$ cat src/verilog/snc_params.svh
// Constants for the serial clock and memory core.
`ifndef SNC_PARAMS_SVH
`define SNC_PARAMS_SVH
// ==========================================================
// Address space
`define SNC_MEM_BYTES 64
`define SNC_CLK_REGS 20
`define SNC_CAL_REGS 8
`define SNC_PTR_RST 6'h00
// ==========================================================
// Serial port
`define SNC_DEV_ADDR 8'hD0
`define SNC_BUS_MAX_KHZ 400
// ==========================================================
// Time base
`define SNC_OSC_HZ 32768
`define SNC_TICKS_PER_SEC 100
`define SNC_ACC_W 16
// ==========================================================
// Reset values and debounce
`define SNC_TIME_RST 64'h00_01_01_01_00_00_00_00
`define SNC_DEB_CYCLES 16
`endif

$ cat src/verilog/snc_pkg.sv
// Types shared by the serial clock and memory core.
package snc_pkg;
  // ==========================================================
  // Calendar image, hundredths in the low byte.
  typedef struct packed {
    logic [7:0] year;
    logic [7:0] month;
    logic [7:0] date;
    logic [7:0] day;
    logic [7:0] hour;
    logic [7:0] min;
    logic [7:0] sec;
    logic [7:0] hund;
  } snc_time_t;
  // ==========================================================
  // Byte load into the live calendar.
  typedef struct packed {
    logic en;
    logic [2:0] addr;
    logic [7:0] data;
  } snc_load_t;
  // ==========================================================
  // Serial slave states.
  typedef enum logic [8:0] {
    SLV_IDLE = 9'h001,
    SLV_ADDR = 9'h002,
    SLV_AACK = 9'h004,
    SLV_WA = 9'h008,
    SLV_WACK = 9'h010,
    SLV_WD = 9'h020,
    SLV_DACK = 9'h040,
    SLV_RD = 9'h080,
    SLV_RACK = 9'h100
  } snc_slv_t;
endpackage

$ cat src/verilog/snc_calendar.sv
// Live BCD clock and calendar counters.
`timescale 1ns/1ps
`include "snc_params.svh"
module snc_calendar
  import snc_pkg::*;
(
  input wire logic i_ref_clk,
  input wire logic i_srst,
  input wire logic i_tick,
  input wire snc_load_t i_load,
  output snc_time_t o_time
);
  snc_time_t t_q;
  snc_time_t t_d;

  // ==========================================================
  // Helpers
  function automatic logic [7:0] bcd_inc(input logic [7:0] v);
    bcd_inc = (v[3:0] == 4'h9) ? {v[7:4] + 4'h1, 4'h0} : {v[7:4], v[3:0] + 4'h1};
  endfunction

  function automatic logic leap(input logic [7:0] y);
    leap = (!y[4] && (y[3:0] == 4'h0 || y[3:0] == 4'h4 || y[3:0] == 4'h8)) ||
           (y[4] && (y[3:0] == 4'h2 || y[3:0] == 4'h6));
  endfunction

  function automatic logic [7:0] month_days(input logic [7:0] m, input logic [7:0] y);
    case (m)
      8'h02: month_days = leap(y) ? 8'h29 : 8'h28;
      8'h04, 8'h06, 8'h09, 8'h11: month_days = 8'h30;
      default: month_days = 8'h31;
    endcase
  endfunction

  // ==========================================================
  // Counting
  always_comb begin
    logic c;
    logic [63:0] v;
    logic [7:0] h;
    c = i_tick;
    v = 64'h0;
    h = 8'h00;
    t_d = t_q;
    if (c) begin
      if (t_q.hund == 8'h99) t_d.hund = 8'h00;
      else begin
        t_d.hund = bcd_inc(t_q.hund);
        c = 1'b0;
      end
    end
    if (c) begin
      if (t_q.sec[6:0] == 7'h59) t_d.sec = 8'h00;
      else begin
        t_d.sec = bcd_inc(t_q.sec);
        c = 1'b0;
      end
    end
    if (c) begin
      if (t_q.min[6:0] == 7'h59) t_d.min = 8'h00;
      else begin
        t_d.min = bcd_inc(t_q.min);
        c = 1'b0;
      end
    end
    if (c) begin
      if (t_q.hour[5:0] == 6'h23) t_d.hour[5:0] = 6'h00;
      else begin
        h = bcd_inc({2'b00, t_q.hour[5:0]});
        t_d.hour[5:0] = h[5:0];
        c = 1'b0;
      end
    end
    if (c) begin
      t_d.day = (t_q.day == 8'h07) ? 8'h01 : bcd_inc(t_q.day);
      if (t_q.date == month_days(t_q.month, t_q.year)) t_d.date = 8'h01;
      else begin
        t_d.date = bcd_inc(t_q.date);
        c = 1'b0;
      end
    end
    if (c) begin
      if (t_q.month == 8'h12) t_d.month = 8'h01;
      else begin
        t_d.month = bcd_inc(t_q.month);
        c = 1'b0;
      end
    end
    if (c) begin
      if (t_q.year == 8'h99) begin
        t_d.year = 8'h00;
        t_d.hour[7:6] = t_q.hour[7:6] + 2'b01;
      end else t_d.year = bcd_inc(t_q.year);
    end
    if (i_load.en) begin
      v = t_d;
      v[{3'b000, i_load.addr} * 6'h08 +: 8] = i_load.data;
      t_d = v;
    end
  end

  always_ff @(posedge i_ref_clk) begin
    if (i_srst) t_q <= `SNC_TIME_RST;
    else t_q <= t_d;
  end

  assign o_time = t_q;
endmodule

$ cat src/verilog/snc_core.sv
// Serial real-time clock core with memory, slave port and supervisor.
`timescale 1ns/1ps
`include "snc_params.svh"
// Summary of operation
// - 64 bytes: 8 clock registers, 56 RAM.
// - Time registers hold two BCD digits.
// - Time base from 32.768 kHz oscillator.
// - Eight calendar bytes; bytes 08h-3Fh are RAM.
// - Pointer advances after every data byte.
// - Century to hundredths, 24-hour hour field.
// - Month lengths and leap years to 2100.
// - Power fail gates external SRAM enable.
// - Two debounced inputs drive reset output.
// - Two-wire serial link up to 400 kHz.
// - Answer only slave address D0h.
// - Pointer advances on acknowledge clock only.
// - Freeze visible time during a transfer with pointer 00h-07h.
// - Power fail aborts access, clears pointer.
module snc_core
  import snc_pkg::*;
#(
  parameter int DEB_CYCLES = `SNC_DEB_CYCLES
) (
  input wire logic i_ref_clk,
  input wire logic i_srst,
  input wire logic i_scl,
  input wire logic i_sda,
  output logic o_sda_out,
  output logic o_sda_oe,
  input wire logic i_osc_32k,
  input wire logic i_pwr_fail,
  input wire logic i_vcc_below_vso,
  input wire logic i_ext_reset_in_a_n,
  input wire logic i_ext_reset_in_b_n,
  input wire logic i_backed_ext_sram_ce_n,
  output logic o_backed_ext_sram_ce_n,
  output logic o_batt_sel,
  output logic o_reset_n
);
  localparam logic [`SNC_ACC_W-1:0] ACC_STEP = `SNC_ACC_W'(`SNC_TICKS_PER_SEC);
  localparam logic [`SNC_ACC_W-1:0] ACC_WRAP = `SNC_ACC_W'(`SNC_OSC_HZ);

  snc_slv_t slv_q, slv_d;
  logic [3:0] cnt_q, cnt_d;
  logic [7:0] sh_q, sh_d;
  logic [5:0] ptr_q, ptr_d;
  logic oe_q, oe_d;
  logic rw_q, rw_d;
  logic nack_q, nack_d;
  logic scl_q, sda_q;
  logic scl_rise, scl_fall, start, stop;
  logic wr_en;
  logic [7:0] rdata;
  logic [7:0] mem_q [0:`SNC_MEM_BYTES-1];
  snc_time_t live, snap_q, snap_d;
  snc_load_t load;
  logic osc_q, tick_q, tick_d;
  logic [`SNC_ACC_W-1:0] acc_q, acc_d;
  logic [1:0] deb_q;
  logic rst_n_d, ce_n_d;

  // ==========================================================
  // Line events
  assign scl_rise = i_scl & ~scl_q;
  assign scl_fall = ~i_scl & scl_q;
  assign start = scl_q & i_scl & sda_q & ~i_sda;
  assign stop = scl_q & i_scl & ~sda_q & i_sda;

  // ==========================================================
  // Read path
  always_comb begin
    logic [63:0] v;
    v = snap_q;
    if (ptr_q < 6'(`SNC_CAL_REGS)) rdata = v[{3'b000, ptr_q[2:0]} * 6'h08 +: 8];
    else rdata = mem_q[ptr_q];
  end

  // ==========================================================
  // Serial slave
  always_comb begin
    slv_d = slv_q;
    cnt_d = cnt_q;
    sh_d = sh_q;
    ptr_d = ptr_q;
    oe_d = oe_q;
    rw_d = rw_q;
    nack_d = nack_q;
    wr_en = 1'b0;
    if (i_pwr_fail) begin
      slv_d = SLV_IDLE;
      ptr_d = `SNC_PTR_RST;
      oe_d = 1'b0;
      cnt_d = 4'h0;
    end else if (start) begin
      slv_d = SLV_ADDR;
      cnt_d = 4'h0;
      oe_d = 1'b0;
    end else if (stop) begin
      slv_d = SLV_IDLE;
      oe_d = 1'b0;
    end else begin
      case (slv_q)
        SLV_ADDR, SLV_WA, SLV_WD: begin
          if (scl_rise) begin
            sh_d = {sh_q[6:0], i_sda};
            cnt_d = cnt_q + 4'h1;
          end
          if (scl_fall && cnt_q == 4'h8) begin
            cnt_d = 4'h0;
            oe_d = 1'b1;
            if (slv_q == SLV_ADDR) begin
              if (sh_q[7:1] == 7'(`SNC_DEV_ADDR >> 1)) begin
                rw_d = sh_q[0];
                slv_d = SLV_AACK;
              end else begin
                oe_d = 1'b0;
                slv_d = SLV_IDLE;
              end
            end else if (slv_q == SLV_WA) begin
              ptr_d = sh_q[5:0];
              slv_d = SLV_WACK;
            end else begin
              wr_en = 1'b1;
              slv_d = SLV_DACK;
            end
          end
        end
        SLV_AACK: begin
          if (scl_fall) begin
            cnt_d = 4'h0;
            if (rw_q) begin
              sh_d = rdata;
              oe_d = ~rdata[7];
              slv_d = SLV_RD;
            end else begin
              oe_d = 1'b0;
              slv_d = SLV_WA;
            end
          end
        end
        SLV_WACK: begin
          if (scl_fall) begin
            oe_d = 1'b0;
            slv_d = SLV_WD;
          end
        end
        SLV_DACK: begin
          if (scl_fall) begin
            oe_d = 1'b0;
            ptr_d = ptr_q + 6'h01;
            slv_d = SLV_WD;
          end
        end
        SLV_RD: begin
          if (scl_fall) begin
            cnt_d = cnt_q + 4'h1;
            if (cnt_q == 4'h7) begin
              oe_d = 1'b0;
              slv_d = SLV_RACK;
            end else begin
              sh_d = {sh_q[6:0], 1'b0};
              oe_d = ~sh_q[6];
            end
          end
        end
        SLV_RACK: begin
          if (scl_rise) begin
            nack_d = i_sda;
            ptr_d = ptr_q + 6'h01;
          end
          if (scl_fall) begin
            cnt_d = 4'h0;
            if (nack_q) slv_d = SLV_IDLE;
            else begin
              sh_d = rdata;
              oe_d = ~rdata[7];
              slv_d = SLV_RD;
            end
          end
        end
        default: slv_d = SLV_IDLE;
      endcase
    end
  end

  always_ff @(posedge i_ref_clk) begin
    if (i_srst) begin
      slv_q <= SLV_IDLE;
      cnt_q <= 4'h0;
      sh_q <= 8'h00;
      ptr_q <= `SNC_PTR_RST;
      oe_q <= 1'b0;
      rw_q <= 1'b0;
      nack_q <= 1'b0;
      scl_q <= 1'b1;
      sda_q <= 1'b1;
    end else begin
      slv_q <= slv_d;
      cnt_q <= cnt_d;
      sh_q <= sh_d;
      ptr_q <= ptr_d;
      oe_q <= oe_d;
      rw_q <= rw_d;
      nack_q <= nack_d;
      scl_q <= i_scl;
      sda_q <= i_sda;
    end
  end

  // ==========================================================
  // Register and RAM store
  always_ff @(posedge i_ref_clk) begin
    if (wr_en && ptr_q >= 6'(`SNC_CAL_REGS)) mem_q[ptr_q] <= sh_q;
  end

  assign load = '{en: wr_en && ptr_q < 6'(`SNC_CAL_REGS), addr: ptr_q[2:0], data: sh_q};

  // ==========================================================
  // Visible time snapshot
  always_comb begin
    logic [63:0] v;
    v = snap_q;
    // hold during a transfer with pointer in clock bytes
    if (!(slv_q != SLV_IDLE && ptr_q < 6'(`SNC_CAL_REGS))) v = live;
    if (load.en) v[{3'b000, load.addr} * 6'h08 +: 8] = load.data;
    snap_d = v;
  end

  always_ff @(posedge i_ref_clk) begin
    if (i_srst) snap_q <= `SNC_TIME_RST;
    else snap_q <= snap_d;
  end

  // ==========================================================
  // Time base
  always_comb begin
    acc_d = acc_q;
    tick_d = 1'b0;
    if (i_osc_32k && !osc_q) begin
      acc_d = acc_q + ACC_STEP;
      if (acc_d >= ACC_WRAP) begin
        acc_d = acc_d - ACC_WRAP;
        tick_d = 1'b1;
      end
    end
  end

  always_ff @(posedge i_ref_clk) begin
    if (i_srst) begin
      acc_q <= '0;
      tick_q <= 1'b0;
      osc_q <= 1'b0;
    end else begin
      acc_q <= acc_d;
      tick_q <= tick_d;
      osc_q <= i_osc_32k;
    end
  end

  snc_calendar u_cal (
    .i_ref_clk(i_ref_clk),
    .i_srst(i_srst),
    .i_tick(tick_q),
    .i_load(load),
    .o_time(live)
  );

  // ==========================================================
  // Reset input debounce
  for (genvar g = 0; g < 2; g++) begin : g_deb
    logic [15:0] dc_q, dc_d;
    logic dv_d;
    logic raw;
    assign raw = (g == 0) ? i_ext_reset_in_a_n : i_ext_reset_in_b_n;
    always_comb begin
      dc_d = 16'h0000;
      dv_d = deb_q[g];
      if (raw != deb_q[g]) begin
        dc_d = dc_q + 16'h0001;
        if (dc_q == 16'(DEB_CYCLES - 1)) begin
          dv_d = raw;
          dc_d = 16'h0000;
        end
      end
    end
    always_ff @(posedge i_ref_clk) begin
      if (i_srst) begin
        dc_q <= 16'h0000;
        deb_q[g] <= 1'b1;
      end else begin
        dc_q <= dc_d;
        deb_q[g] <= dv_d;
      end
    end
  end

  // ==========================================================
  // Supervisor outputs
  always_comb begin
    // either input or power fail resets
    rst_n_d = ~i_pwr_fail & deb_q[0] & deb_q[1];
    // gate external SRAM on power fail
    ce_n_d = i_backed_ext_sram_ce_n | i_pwr_fail;
  end

  always_ff @(posedge i_ref_clk) begin
    if (i_srst) begin
      o_reset_n <= 1'b0;
      o_backed_ext_sram_ce_n <= 1'b1;
      o_batt_sel <= 1'b0;
      o_sda_oe <= 1'b0;
      o_sda_out <= 1'b0;
    end else begin
      o_reset_n <= rst_n_d;
      o_backed_ext_sram_ce_n <= ce_n_d;
      o_batt_sel <= i_vcc_below_vso;
      o_sda_oe <= oe_d;
      o_sda_out <= 1'b0;
    end
  end
endmodule

$ cat config.mk
export PLATFORM = sky130hd
export DESIGN_NAME = snc_core
export DESIGN_NICKNAME = d
export VERILOG_FILES = /design/src/verilog/snc_pkg.sv /design/src/verilog/snc_calendar.sv /design/src/verilog/snc_core.sv
export VERILOG_INCLUDE_DIRS = /design/src /design/src/verilog
export SDC_FILE = /design/constraint.sdc
export NUM_CORES = 1
export LEC_CHECK = 0
export ABC_AREA = 1
export BUFFER_PORTS_ARGS = -buffer_cell sky130_fd_sc_hd__buf_2
export CORE_MARGIN = 1.5
export CORE_UTILIZATION = 45
export DETAILED_ROUTE_END_ITERATION = 8
export GPL_TIMING_DRIVEN = 0
export PLACE_DENSITY = 0.6
export SETUP_SLACK_MARGIN = 0.02
export SLEW_MARGIN = 20
export SYNTH_ARGS = -nofsm -noshare
export SYNTH_HDL_FRONTEND = slang
export SYNTH_SLANG_ARGS = --single-unit
$ cat constraint.sdc
create_clock -name i_ref_clk -period 6 [get_ports i_ref_clk]
set_input_delay 0.9 -clock i_ref_clk [delete_from_list [all_inputs] [get_ports i_ref_clk]]
set_output_delay 0.9 -clock i_ref_clk [all_outputs]
set_load 0.005 [all_outputs]
# Yosys cells after proc, flatten, opt, wreduce, memory -nomap -nowiden
# Memories as Yosys holds them, arrays and structs flattened. A register that Yosys moved wholly into a read port is not among the register bits.
# Index checks and enable logic that the tools add are counted.
[totals] register_bits=215 latch_bits=0 mem_bits_rw=512 mem_bits_ro=0 input_bits=10 output_inout_bits=5 word_cells=293 memories=1
[classes] add_sub_neg=24 mul=0 div_mod_pow=0 order_cmp=3 eq_ne=63 shifts=3 n_mux=103 bitwise=22 n_reduce_logical=38
[mem_list] name="mem_q" words=64 width=8 rd=1 rd_clocked_by_memory_dff=1 wr=1 line_no="snc_core.sv:54" text="logic [7:0] mem_q [0:`SNC_MEM_BYTES-1];"
[ops] operator="$mux W8" n=30
[ops] operator="$mux W64" n=3
[ops] operator="$bwmux W64" n=2
[ops] operator="$add A4 B1 Y4 const B" n=16
[ops] operator="$shift A8 B8 Y64 const A" n=1
[ops] operator="$shiftx A64 B7 Y8" n=1
[ops] operator="$shiftx A8 B8 Y64" n=1
[ops] operator="$mux W9" n=7
[ops] operator="$mux W6" n=10
[ops] operator="$pmux W9 S5" n=1
[ops] operator="$eq A4 B4 Y1 const B" n=10
[ops] operator="$mux W1" n=33
[ops] operator="$add A16 B1 Y16 const B" n=2
[ops] operator="$eq A16 B4 Y1 const B" n=2
[ops] operator="$mux W16" n=2
[ops] operator="$pmux W8 S4" n=1
[ops] operator="$ne A2 B2 Y1 const B" n=13
[ops] operator="$eq A8 B3 Y1 const B" n=3
[ops] operator="$eq A7 B7 Y1 const B" n=3
[ops] operator="$ne A4 B4 Y1 const B" n=5
[ops] operator="$pmux W6 S3" n=1
[ops] operator="$add A16 B7 Y16 const B" n=1
[ops] operator="$eq A8 B5 Y1 const B" n=2
[ops] operator="$eq A8 B8 Y1 const B" n=2
[ops] operator="other kinds (52)" n=104

# Depth between registers and ports, before layout
# Gate-level depths: netlist (run 1).
[depth] depth_word=15 depth_mapped=16 ltp_nobuf=16

# Hierarchy
# A second synthesis (run 1) with hierarchy kept.
[hier_totals] cells_unflattened=3490 hier_area_um2=32875.3
[modules_own_cells] mod="snc_core" instances=1 cells_per_inst=2769 area_each_um2=28167.0 seq_area_each_um2=18477.7
[modules_own_cells] mod="snc_calendar" instances=1 cells_per_inst=721 area_each_um2=4708.3 seq_area_each_um2=1281.2

# Worst setup path after synthesis (run 1)
# Ideal clock, no wire load.
[synth_timing] path_type="input to register" startpoint="in i_scl" endpoint="mem mem_q[26][0], enable pin" setup_time_ps=370 arrival_time_ps=2539 required_ps=5630 slack_ps=3091 path_stages=7 n_path_buf=0 cell_sequence="nor2_2 > nand4_1 > inv_1 > nand3_2 > nor3_1 > nand4_1 > nor2_1"
[synth_between] elab_chain_cells=11 elab_cells_between_ends=16 classes_between="7 x mux; 7 x bitwise; 2 x reduce/logical"
[synth_rtl] element="start: declaration" line_no="snc_core.sv:26" text="input wire logic i_scl,"
[synth_rtl] element="$not A1 Y1" line_no="snc_core.sv:65" text="assign scl_fall = ~i_scl & scl_q;"
[synth_rtl] element="$and A1 B1 Y1" line_no="snc_core.sv:65"
[synth_rtl] element="$logic_and A1 B1 Y1" line_no="snc_core.sv:108" text="if (scl_fall && cnt_q == 4'h8) begin"
[synth_rtl] element="$mux W1" line_no="snc_core.sv:108"
[synth_rtl] element="$mux W1" line_no="snc_core.sv:102" text="case (slv_q)"
[synth_rtl] element="$mux W1" line_no="snc_core.sv:98" text="end else if (stop) begin"
[synth_rtl] element="$mux W1 *" line_no="snc_core.sv:94" text="end else if (start) begin"
[synth_rtl] element="$mux W1 *" line_no="snc_core.sv:89" text="if (i_pwr_fail) begin"
[synth_rtl] element="$logic_and A1 B1 Y1 *" line_no="snc_core.sv:213" text="if (wr_en && ptr_q >= 6'(`SNC_CAL_REGS)) mem_q[ptr_q] <= sh_q;"
[synth_rtl] element="$mux W1 *" line_no="snc_core.sv:213"
[synth_rtl] element="$mux W1 (implied by the code) *" line_no="snc_core.sv:213"
[synth_rtl] element="end: declaration" line_no="snc_core.sv:54"
# Mark *: on every way between the ends. The rest lies on a longest branch, timed or not.

# Worst setup path after layout (run 1)
[layout_timing] startpoint="reg scl_q" endpoint="mem mem_q[36][0], enable pin"
[layout_between] elab_chain_cells=10 elab_cells_between_ends=15 classes_between="7 x mux; 6 x bitwise; 2 x reduce/logical"
[layout_rtl] element="start: declaration" line_no="snc_core.sv:50" text="logic scl_q, sda_q;"
[layout_rtl] element="start signal: assignment" line_no="snc_core.sv:205" text="scl_q <= i_scl;"
[layout_rtl] element="$and A1 B1 Y1" line_no="snc_core.sv:65"
[layout_rtl] element="$logic_and A1 B1 Y1" line_no="snc_core.sv:108"
[layout_rtl] element="$mux W1" line_no="snc_core.sv:108"
[layout_rtl] element="$mux W1" line_no="snc_core.sv:102"
[layout_rtl] element="$mux W1" line_no="snc_core.sv:98"
[layout_rtl] element="$mux W1 *" line_no="snc_core.sv:94"
[layout_rtl] element="$mux W1 *" line_no="snc_core.sv:89"
[layout_rtl] element="$logic_and A1 B1 Y1 *" line_no="snc_core.sv:213"
[layout_rtl] element="$mux W1 *" line_no="snc_core.sv:213"
[layout_rtl] element="$mux W1 (implied by the code) *" line_no="snc_core.sv:213"
# Marked as above.

==> impl_metrics.toml, run 1 <==
[worst_setup_path]
crit_path_start_kind = "flop"
cp_common_cell = "inv_1"
crit_type = "reg -> reg"
cp_data_required_time_ns = 6.23
max_stage_delay_ns = 1.03
worst_setup_path_end_kind = "flop"
path_cells = "inv_1 -> nor2_2 -> nand4_1 -> inv_1 -> nand3_2 -> nor3_1 -> nand2_1 -> nor2_1"
cp_slowest_cell = "nor2_1"
crit_fanout = 8
worstPathArrival_ns = 4.01

[logic_synthesis]
syn-instance-count = 3368
netlist_area_um2 = 32200
ys_seq_area_share_pct = 61.4
async_reset_ff_share_pct = 0
synth.area.top_cells = "edfxtp_1, dfxtp_1, nand2_1"
synth-seq-cells = 731
synth_cell_type_count = 57
synth_ff_type = "edfxtp_1"
synth_edf_count = 512
yosysWarnings = 0
avgSynthCellArea_um2 = 9.55
synth.largest_area_cell = "edfxtp_1"
synth.top_cell.area_share_pct = 47.8

[finish]
syn2layout_area_growth_pct = 13.5
fin_util_pct = 51.9
antenna_cells = 0
fin_area_um2 = 36500
drive_gt1_share_pct = 6.54
finalNetCount = 3579

[cts]
cts_buffers = 80
cts_hold_buf = 0
cts_buffer_depth = 3
ctsResizeCount = 0
cts-root-buf = "clkbuf_16"
post_cts_buffers = 0
clkLatencyLatePin_ns = 0.62
htreeDepth = 3
clock-sinks = 731
cts_tree = "done"
clk_pin_slew_worst_paths_ns = 0.06

[global_routing]
antenna_found_initial = 0
grt_max_degree = 67
grt_pass1_vias = 23763
grt_first_pass_wirelength_um = 146000
grt_use_total_pct = 26.5
overflow = 0

[floorplan]
coreArea_um2 = 70400
dieHeight_um = 270
start_util_pct = 45.7
die_area_um2 = 73100
rows = 97
fp.dieW_um = 270
ios = 15

[detailed_routing]
drtAntennaViolNets = 0
wl_per_cell_um = 21.5
via_per_inst = 5.57
drt_iter0_markers = 2775
num_vias = 25235
post-route-drc-count = 0
drtPass1Iterations = 6
wl_um = 97500

[power]
worst_ir_drop_vdd_uv = 210
power.density_nw_per_um2 = 289
leakagePower_uw = 0.0135
total_power_uw = 10600

[placed_design]
dp_hpwl_um = 66500
place.gp.congestion = 0.983
place_area_um2 = 33800
numPortBuffers = 13

[timing]
rsz0062_at_grt = "false"
setup_tns_ns = 0
finalHoldViolCount = 0
slew_headroom_pct = 17.5
skew_ns = 0.0274
maxSlewViolCount = 0
layout_min_cycle_time_ns = 3.78
holdWs_ns = 0.443
tightest_slew_ns = 1.23
finalCritPeriodShare_pct = 63.0
setup_viol = 0
fmax_mhz = 265

[min_path]
hold_path.class = "reg -> reg"

[job]
drv_cap = 0

[run_status]
status = "finished clean"
==> path summary, 6_finish.rpt <==
check	end	from	depth (start not counted)	slack, ns
max	mem_q[36][0]$_DFFE_PP_	scl_q$_SDFF_PP1_	8	2.22
min	g_deb[1].dc_q[0]$_SDFF_PP0_	g_deb[1].dc_q[0]$_SDFF_PP0_	1	0.44
max reg2reg	mem_q[36][0]$_DFFE_PP_	scl_q$_SDFF_PP1_	8	2.22
min reg2reg	g_deb[1].dc_q[0]$_SDFF_PP0_	g_deb[1].dc_q[0]$_SDFF_PP0_	1	0.44
==> where the power goes <==
group          total, µW  internal (µW)  switching [µW]  leakage (µW)
Combinational        108           25.0            83.3       0.00503
Clock               5080           3070            2010       0.00131
Sequential          5360           5350            8.08       0.00717
Total              10600           8450            2100        0.0135
==> state kept, by name, indices dropped and copies added, names as in the netlist, 2 cells and up, named ones only <==
name,count
ptr_q,6
u_cal.o_time,64
g_deb.dc_q,32
cnt_q,4
snap_q,64
mem_q,512
acc_q,14
sh_q,8
slv_q,9
deb_q,2
==> cell usage after synthesis, drive strengths merged, types with 7 or more instances <==
cell type / count
o22ai: 132
nor3: 41
buf: 31
nand2: 667
edfxtp: 512
xor2: 23
inv: 252
nor3b: 15
nand3: 182
a211oi: 7
nor2: 409
dfxtp: 219
ha: 35
nand4: 29
mux2: 20
a21oi: 204
o211ai: 13
nor4: 12
o21ai: 369
clkbuf: 140
==> routing by layer <==
layer	global-route usage [%]	wire length [µm]	part of all wire, %	up-vias
met5	0	0	0	-
met4	10.7	4220	4.3	0
met3	4.26	6820	7.0	207
met2	43.0	45400	47	958
met1	35.4	41100	42	12111
li1	-	-	-	11959
==> cell usage in the layout, fill, tap and decap left out, types with 23 or more instances in the layout <==
| master | netlist | routed |
|---|---|---|
| a21oi_1 | 203 | 203 |
| nand3_1 | 180 | 180 |
| nand2_1 | 663 | 663 |
| o22ai_1 | 132 | 132 |
| dfxtp_1 | 219 | 211 |
| nand4_1 | 28 | 28 |
| clkbuf_16 | 0 | 81 |
| nor3_1 | 39 | 39 |
| edfxtp_1 | 512 | 512 |
| ha_1 | 35 | 35 |
| inv_1 | 240 | 240 |
| nor2_1 | 397 | 395 |
| clkbuf_1 | 140 | 155 |
| xor2_1 | 23 | 23 |
| buf_2 | 19 | 32 |
| o21ai_0 | 365 | 365 |
| conb_1 | 1 | 65 |
==> worst max-delay path, delay by kind of cell, from the launching register on <==
| kind | cells | cell delay, ns |
|---|---|---|
| buffers and inverters | 2 | 0.22 |
| flip-flops | 1 | 0.37 |
| AND/OR/NAND/NOR | 6 | 2.79 |
==> area by class of cell <==
class | instances | area, µm²
fillers | 6546 | 33900
flip-flops and latches | 731 | 19800
multi-input cells | 2275 | 11000
clock buffers | 106 | 2220
well taps | 940 | 1180
inverters | 255 | 958
plain buffers | 171 | 684
clock inverters | 34 | 465
repair buffers | 20 | 220
==> cells by family (layout without fill, tap and decap cells) <==
| family | count (synthesis) | in the layout | synth area share [%] |
|---|---|---|---|
| buf+inv | 426 | 586 | 5.11 |
| fa+ha+maj | 35 | 35 | 1.36 |
| other cells | 1 | 65 | 0.0117 |
| mux | 22 | 22 | 0.762 |
| simple gates | 1367 | 1367 | 17.8 |
| compound gates | 759 | 759 | 12.8 |
| xor+xnor | 27 | 27 | 0.735 |
| flops | 731 | 731 | 61.4 |
==> metrics by stage <==
stage / worst slack, ns / instances
6_report: 2.22 / 4532
2_1_floorplan: 3.09 / 3432
5_1_grt: 1.99 / 4532
3_3_place_gp: 1.66 / 4385
3_5_place_dp: 1.64 / 4392
4_1_cts: 2.26 / 4532
Note: power is estimated with default switching activity, not from simulation.
==> run 2: changes to the inputs <==
--- a/config.mk
+++ b/config.mk
@@ -6,13 +6,13 @@
 export SDC_FILE = /design/constraint.sdc
 export NUM_CORES = 1
 export LEC_CHECK = 0
-export ABC_AREA = 1
+export ABC_AREA = 0
 export BUFFER_PORTS_ARGS = -buffer_cell sky130_fd_sc_hd__buf_2
 export CORE_MARGIN = 1.5
 export CORE_UTILIZATION = 45
 export DETAILED_ROUTE_END_ITERATION = 8
 export GPL_TIMING_DRIVEN = 0
-export PLACE_DENSITY = 0.6
+export PLACE_DENSITY = 0.62
 export SETUP_SLACK_MARGIN = 0.02
 export SLEW_MARGIN = 20
 export SYNTH_ARGS = -nofsm -noshare
==> constraint.sdc (replaced) <==
create_clock -name i_ref_clk -period 3.25 [get_ports i_ref_clk]
set_input_delay 0.4875 -clock i_ref_clk [delete_from_list [all_inputs] [get_ports i_ref_clk]]
set_output_delay 0.4875 -clock i_ref_clk [all_outputs]
set_load 0.005 [all_outputs]
==> run 2 against run 1 <==
Clock power grew 73%. Cell area is 0.11% higher. Sequential cell count is the same. Register-to-register slack lost 2.2 ns. Critical endpoint is now sh_q[7]$_SDFFE_PP0P_. Fmax up 18%. Via count fell by 18%.
==> impl_metrics.toml, run 2 <==
[placed_design]
dp.cells = 3291
place_ws_ns = -0.697
dp_hpwl_um = 57400
numPortBuffers = 11
place.gp.congestion = 0.936
place_area_um2 = 33200

[min_path]
holdPathStages = 2
holdPathEnd = "o_batt_sel$_SDFF_PP0_"
min_from = "i_vcc_below_vso"
hold_path.class = "in -> reg"

[finish]
antenna_cells = 0
final_cell_mix = "edfxtp_1, dfxtp_1, mux4_2"
finalNetCount = 2494
fillers = 5783
fin_area_um2 = 36600
largest_reg_flops = 512
regMostFlops = "mem_q"
layout.cells.non_filler = 3448
syn2layout_area_growth_pct = 15.5
final_common_cell = "edfxtp_1"
drive_gt1_share_pct = 19.9

[detailed_routing]
post-route-drc-count = 0
num_vias = 20607
wl_per_cell_um = 25.0
wl_um = 86100
drtAntennaViolNets = 0
drtPass1Iterations = 6
via_per_inst = 5.98
drt_iter0_markers = 2107

[logic_synthesis]
synth_cell_type_count = 85
post-synth-top-count-cell = "edfxtp_1"
synth-seq-cells = 731
netlist_area_um2 = 31700
syn-instance-count = 2274
synth.largest_area_cell = "edfxtp_1"
synth.area.top_cells = "edfxtp_1, dfxtp_1, mux4_2"
avgSynthCellArea_um2 = 13.9
async_reset_ff_share_pct = 0
synth.top_cell.area_share_pct = 48.5
synth_edf_count = 512
yosysWarnings = 0
synth_ff_type = "edfxtp_1"
synth_common_cells = "edfxtp_1, dfxtp_1, nor2_1, mux4_2, a21oi_1"
ys_seq_area_share_pct = 62.4

[cts]
clk_pin_slew_worst_paths_ns = 0.06
clock-sinks = 731
clkLatencyLatePin_ns = 0.66
htreeDepth = 3
cts-root-buf = "clkbuf_16"
cts_buffer_depth = 3
cts_tree = "done"
cts_buffers = 80

[floorplan]
die_area_um2 = 72000
ios = 15
rows = 97
start_util_pct = 45.4
fp.dieW_um = 268
coreArea_um2 = 69800
dieHeight_um = 268

[timing]
holdWs_ns = 0.0629
finalHoldViolCount = 0
skew_ns = 0.0552
worst_slack_ns = 0.0381
setup_tns_ns = 0
fmax_mhz = 311
maxSlewViolCount = 0
slew_headroom_pct = 26.6
finalCritPeriodShare_pct = 98.8
tightest_slew_ns = 1.10
rsz0062_at_grt = "true"
setup_viol = 0
layout_min_cycle_time_ns = 3.21

[run_status]
status = "finished clean"

[global_routing]
overflow = 0
grt_max_degree = 70
antenna_found_initial = 0
grt_use_total_pct = 24.0
grt_pass1_vias = 20115
grt_first_pass_wirelength_um = 128000

[worst_setup_path]
worstPathArrival_ns = 3.69
worst_setup_path_end_kind = "flop"
cp_data_required_time_ns = 3.73
reg2regPathDepth = 10
crit_type = "reg -> reg"
r2r_end = "sh_q[7]$_SDFFE_PP0P_"
crit_path_start_kind = "flop"
crit_fanout = 10
r2r_slack_ns = 0.04

[job]
drv_cap = 0

[power]
power.density_nw_per_um2 = 517
leakagePower_uw = 0.0127
worst_ir_drop_vdd_uv = 516
==> run 2: worst max-delay path by stage <==
| stage | start | end | slack, ns | depth (start not counted) |
|---|---|---|---|---|
| 6_report | flop | sh_q[7]$_SDFFE_PP0P_ | 0.04 | 10 |
| 5_1_grt | slv_q[6]$_SDFFE_PP0P_ | mem_q[32][5]$_DFFE_PP_ | -0.04 | 7 |
| 4_1_cts | slv_q[2]$_SDFFE_PP0P_ | mem_q[51][4]$_DFFE_PP_ | -0.31 | 8 |
| 3_5_place_dp | flop | sh_q[5]$_SDFFE_PP0P_ | -0.70 | 10 |
| 3_3_place_gp | flop | o_sda_oe$_SDFFE_PP0P_ | -0.67 | 10 |
| 2_1_floorplan | u_cal.o_time[52]$_SDFF_PP0_ | u_cal.o_time[49]$_SDFF_PP0_ | 0.60 | 9 |
==> run 2: repair_timing <==
item                       in CTS  in global routing
cloned                          0                  0
pin swaps                       1                  8
resized for setup             106                 74
hold endpoints to repair        1                  0
setup endpoints to repair     519                478
hold buffers                    1                  0
buffers inserted                6                 13
==> run 2: logic make-up (layout without fill, tap and decap cells) <==
group,after synthesis,in the layout,share of synthesized area (%)
AOI/OAI and AO/OA,391,391,7.92
xor gates and xnor gates,64,64,1.77
adders and majority gates,35,35,1.38
buffers and inverters,174,344,2.36
DFF,731,731,62.4
muxes,251,251,13.9
other,1,65,0.0118
and+or+nand+nor,627,627,10.3
==> run 2: worst max-delay path: stages, from the launching register on <==
cell	delay (ns)
dfxtp_1	0.31
buf_2	0.32
buf_4	0.34
clkbuf_2	0.40
mux4_2	0.43
a22oi_1	0.18
nand3_1	0.10
o21ai_0	0.37
a21oi_2	0.19
a311oi_1	0.32
nor3_1	0.08
==> run 2: power by group <==
part / switching [µW] / internal (µW)
logic: 154 / 81.4
clock network: 3880 / 4900
registers: 21.9 / 9890
==> run 2: cell type report <==
type	instances	area (µm²)	share of cell area, %
Timing Repair Buffer	33	335	0.917
Sequential cell	731	19800	54.1
Clock inverter	42	408	1.12
Clock buffer	99	2130	5.84
Tap cell	940	1180	3.22
Multi-Input combinational cell	1433	11900	32.5
Inverter	39	146	0.400
Buffer	131	708	1.94
==> run 2: per-layer routing <==
metal | routed length [µm] | GRT usage (%)
met5 | 0 | 0
met4 | 3130 | 8.67
met3 | 5910 | 3.82
met2 | 41200 | 39.5
met1 | 35900 | 32.4
==> run 2: metrics by stage <==
step	power, µW	util, %
2_1_floorplan	10300	-
3_3_place_gp	10300	47.5
3_5_place_dp	10300	47.6
4_1_cts	19000	51.8
5_1_grt	19400	52.4
6_report	18900	52.4
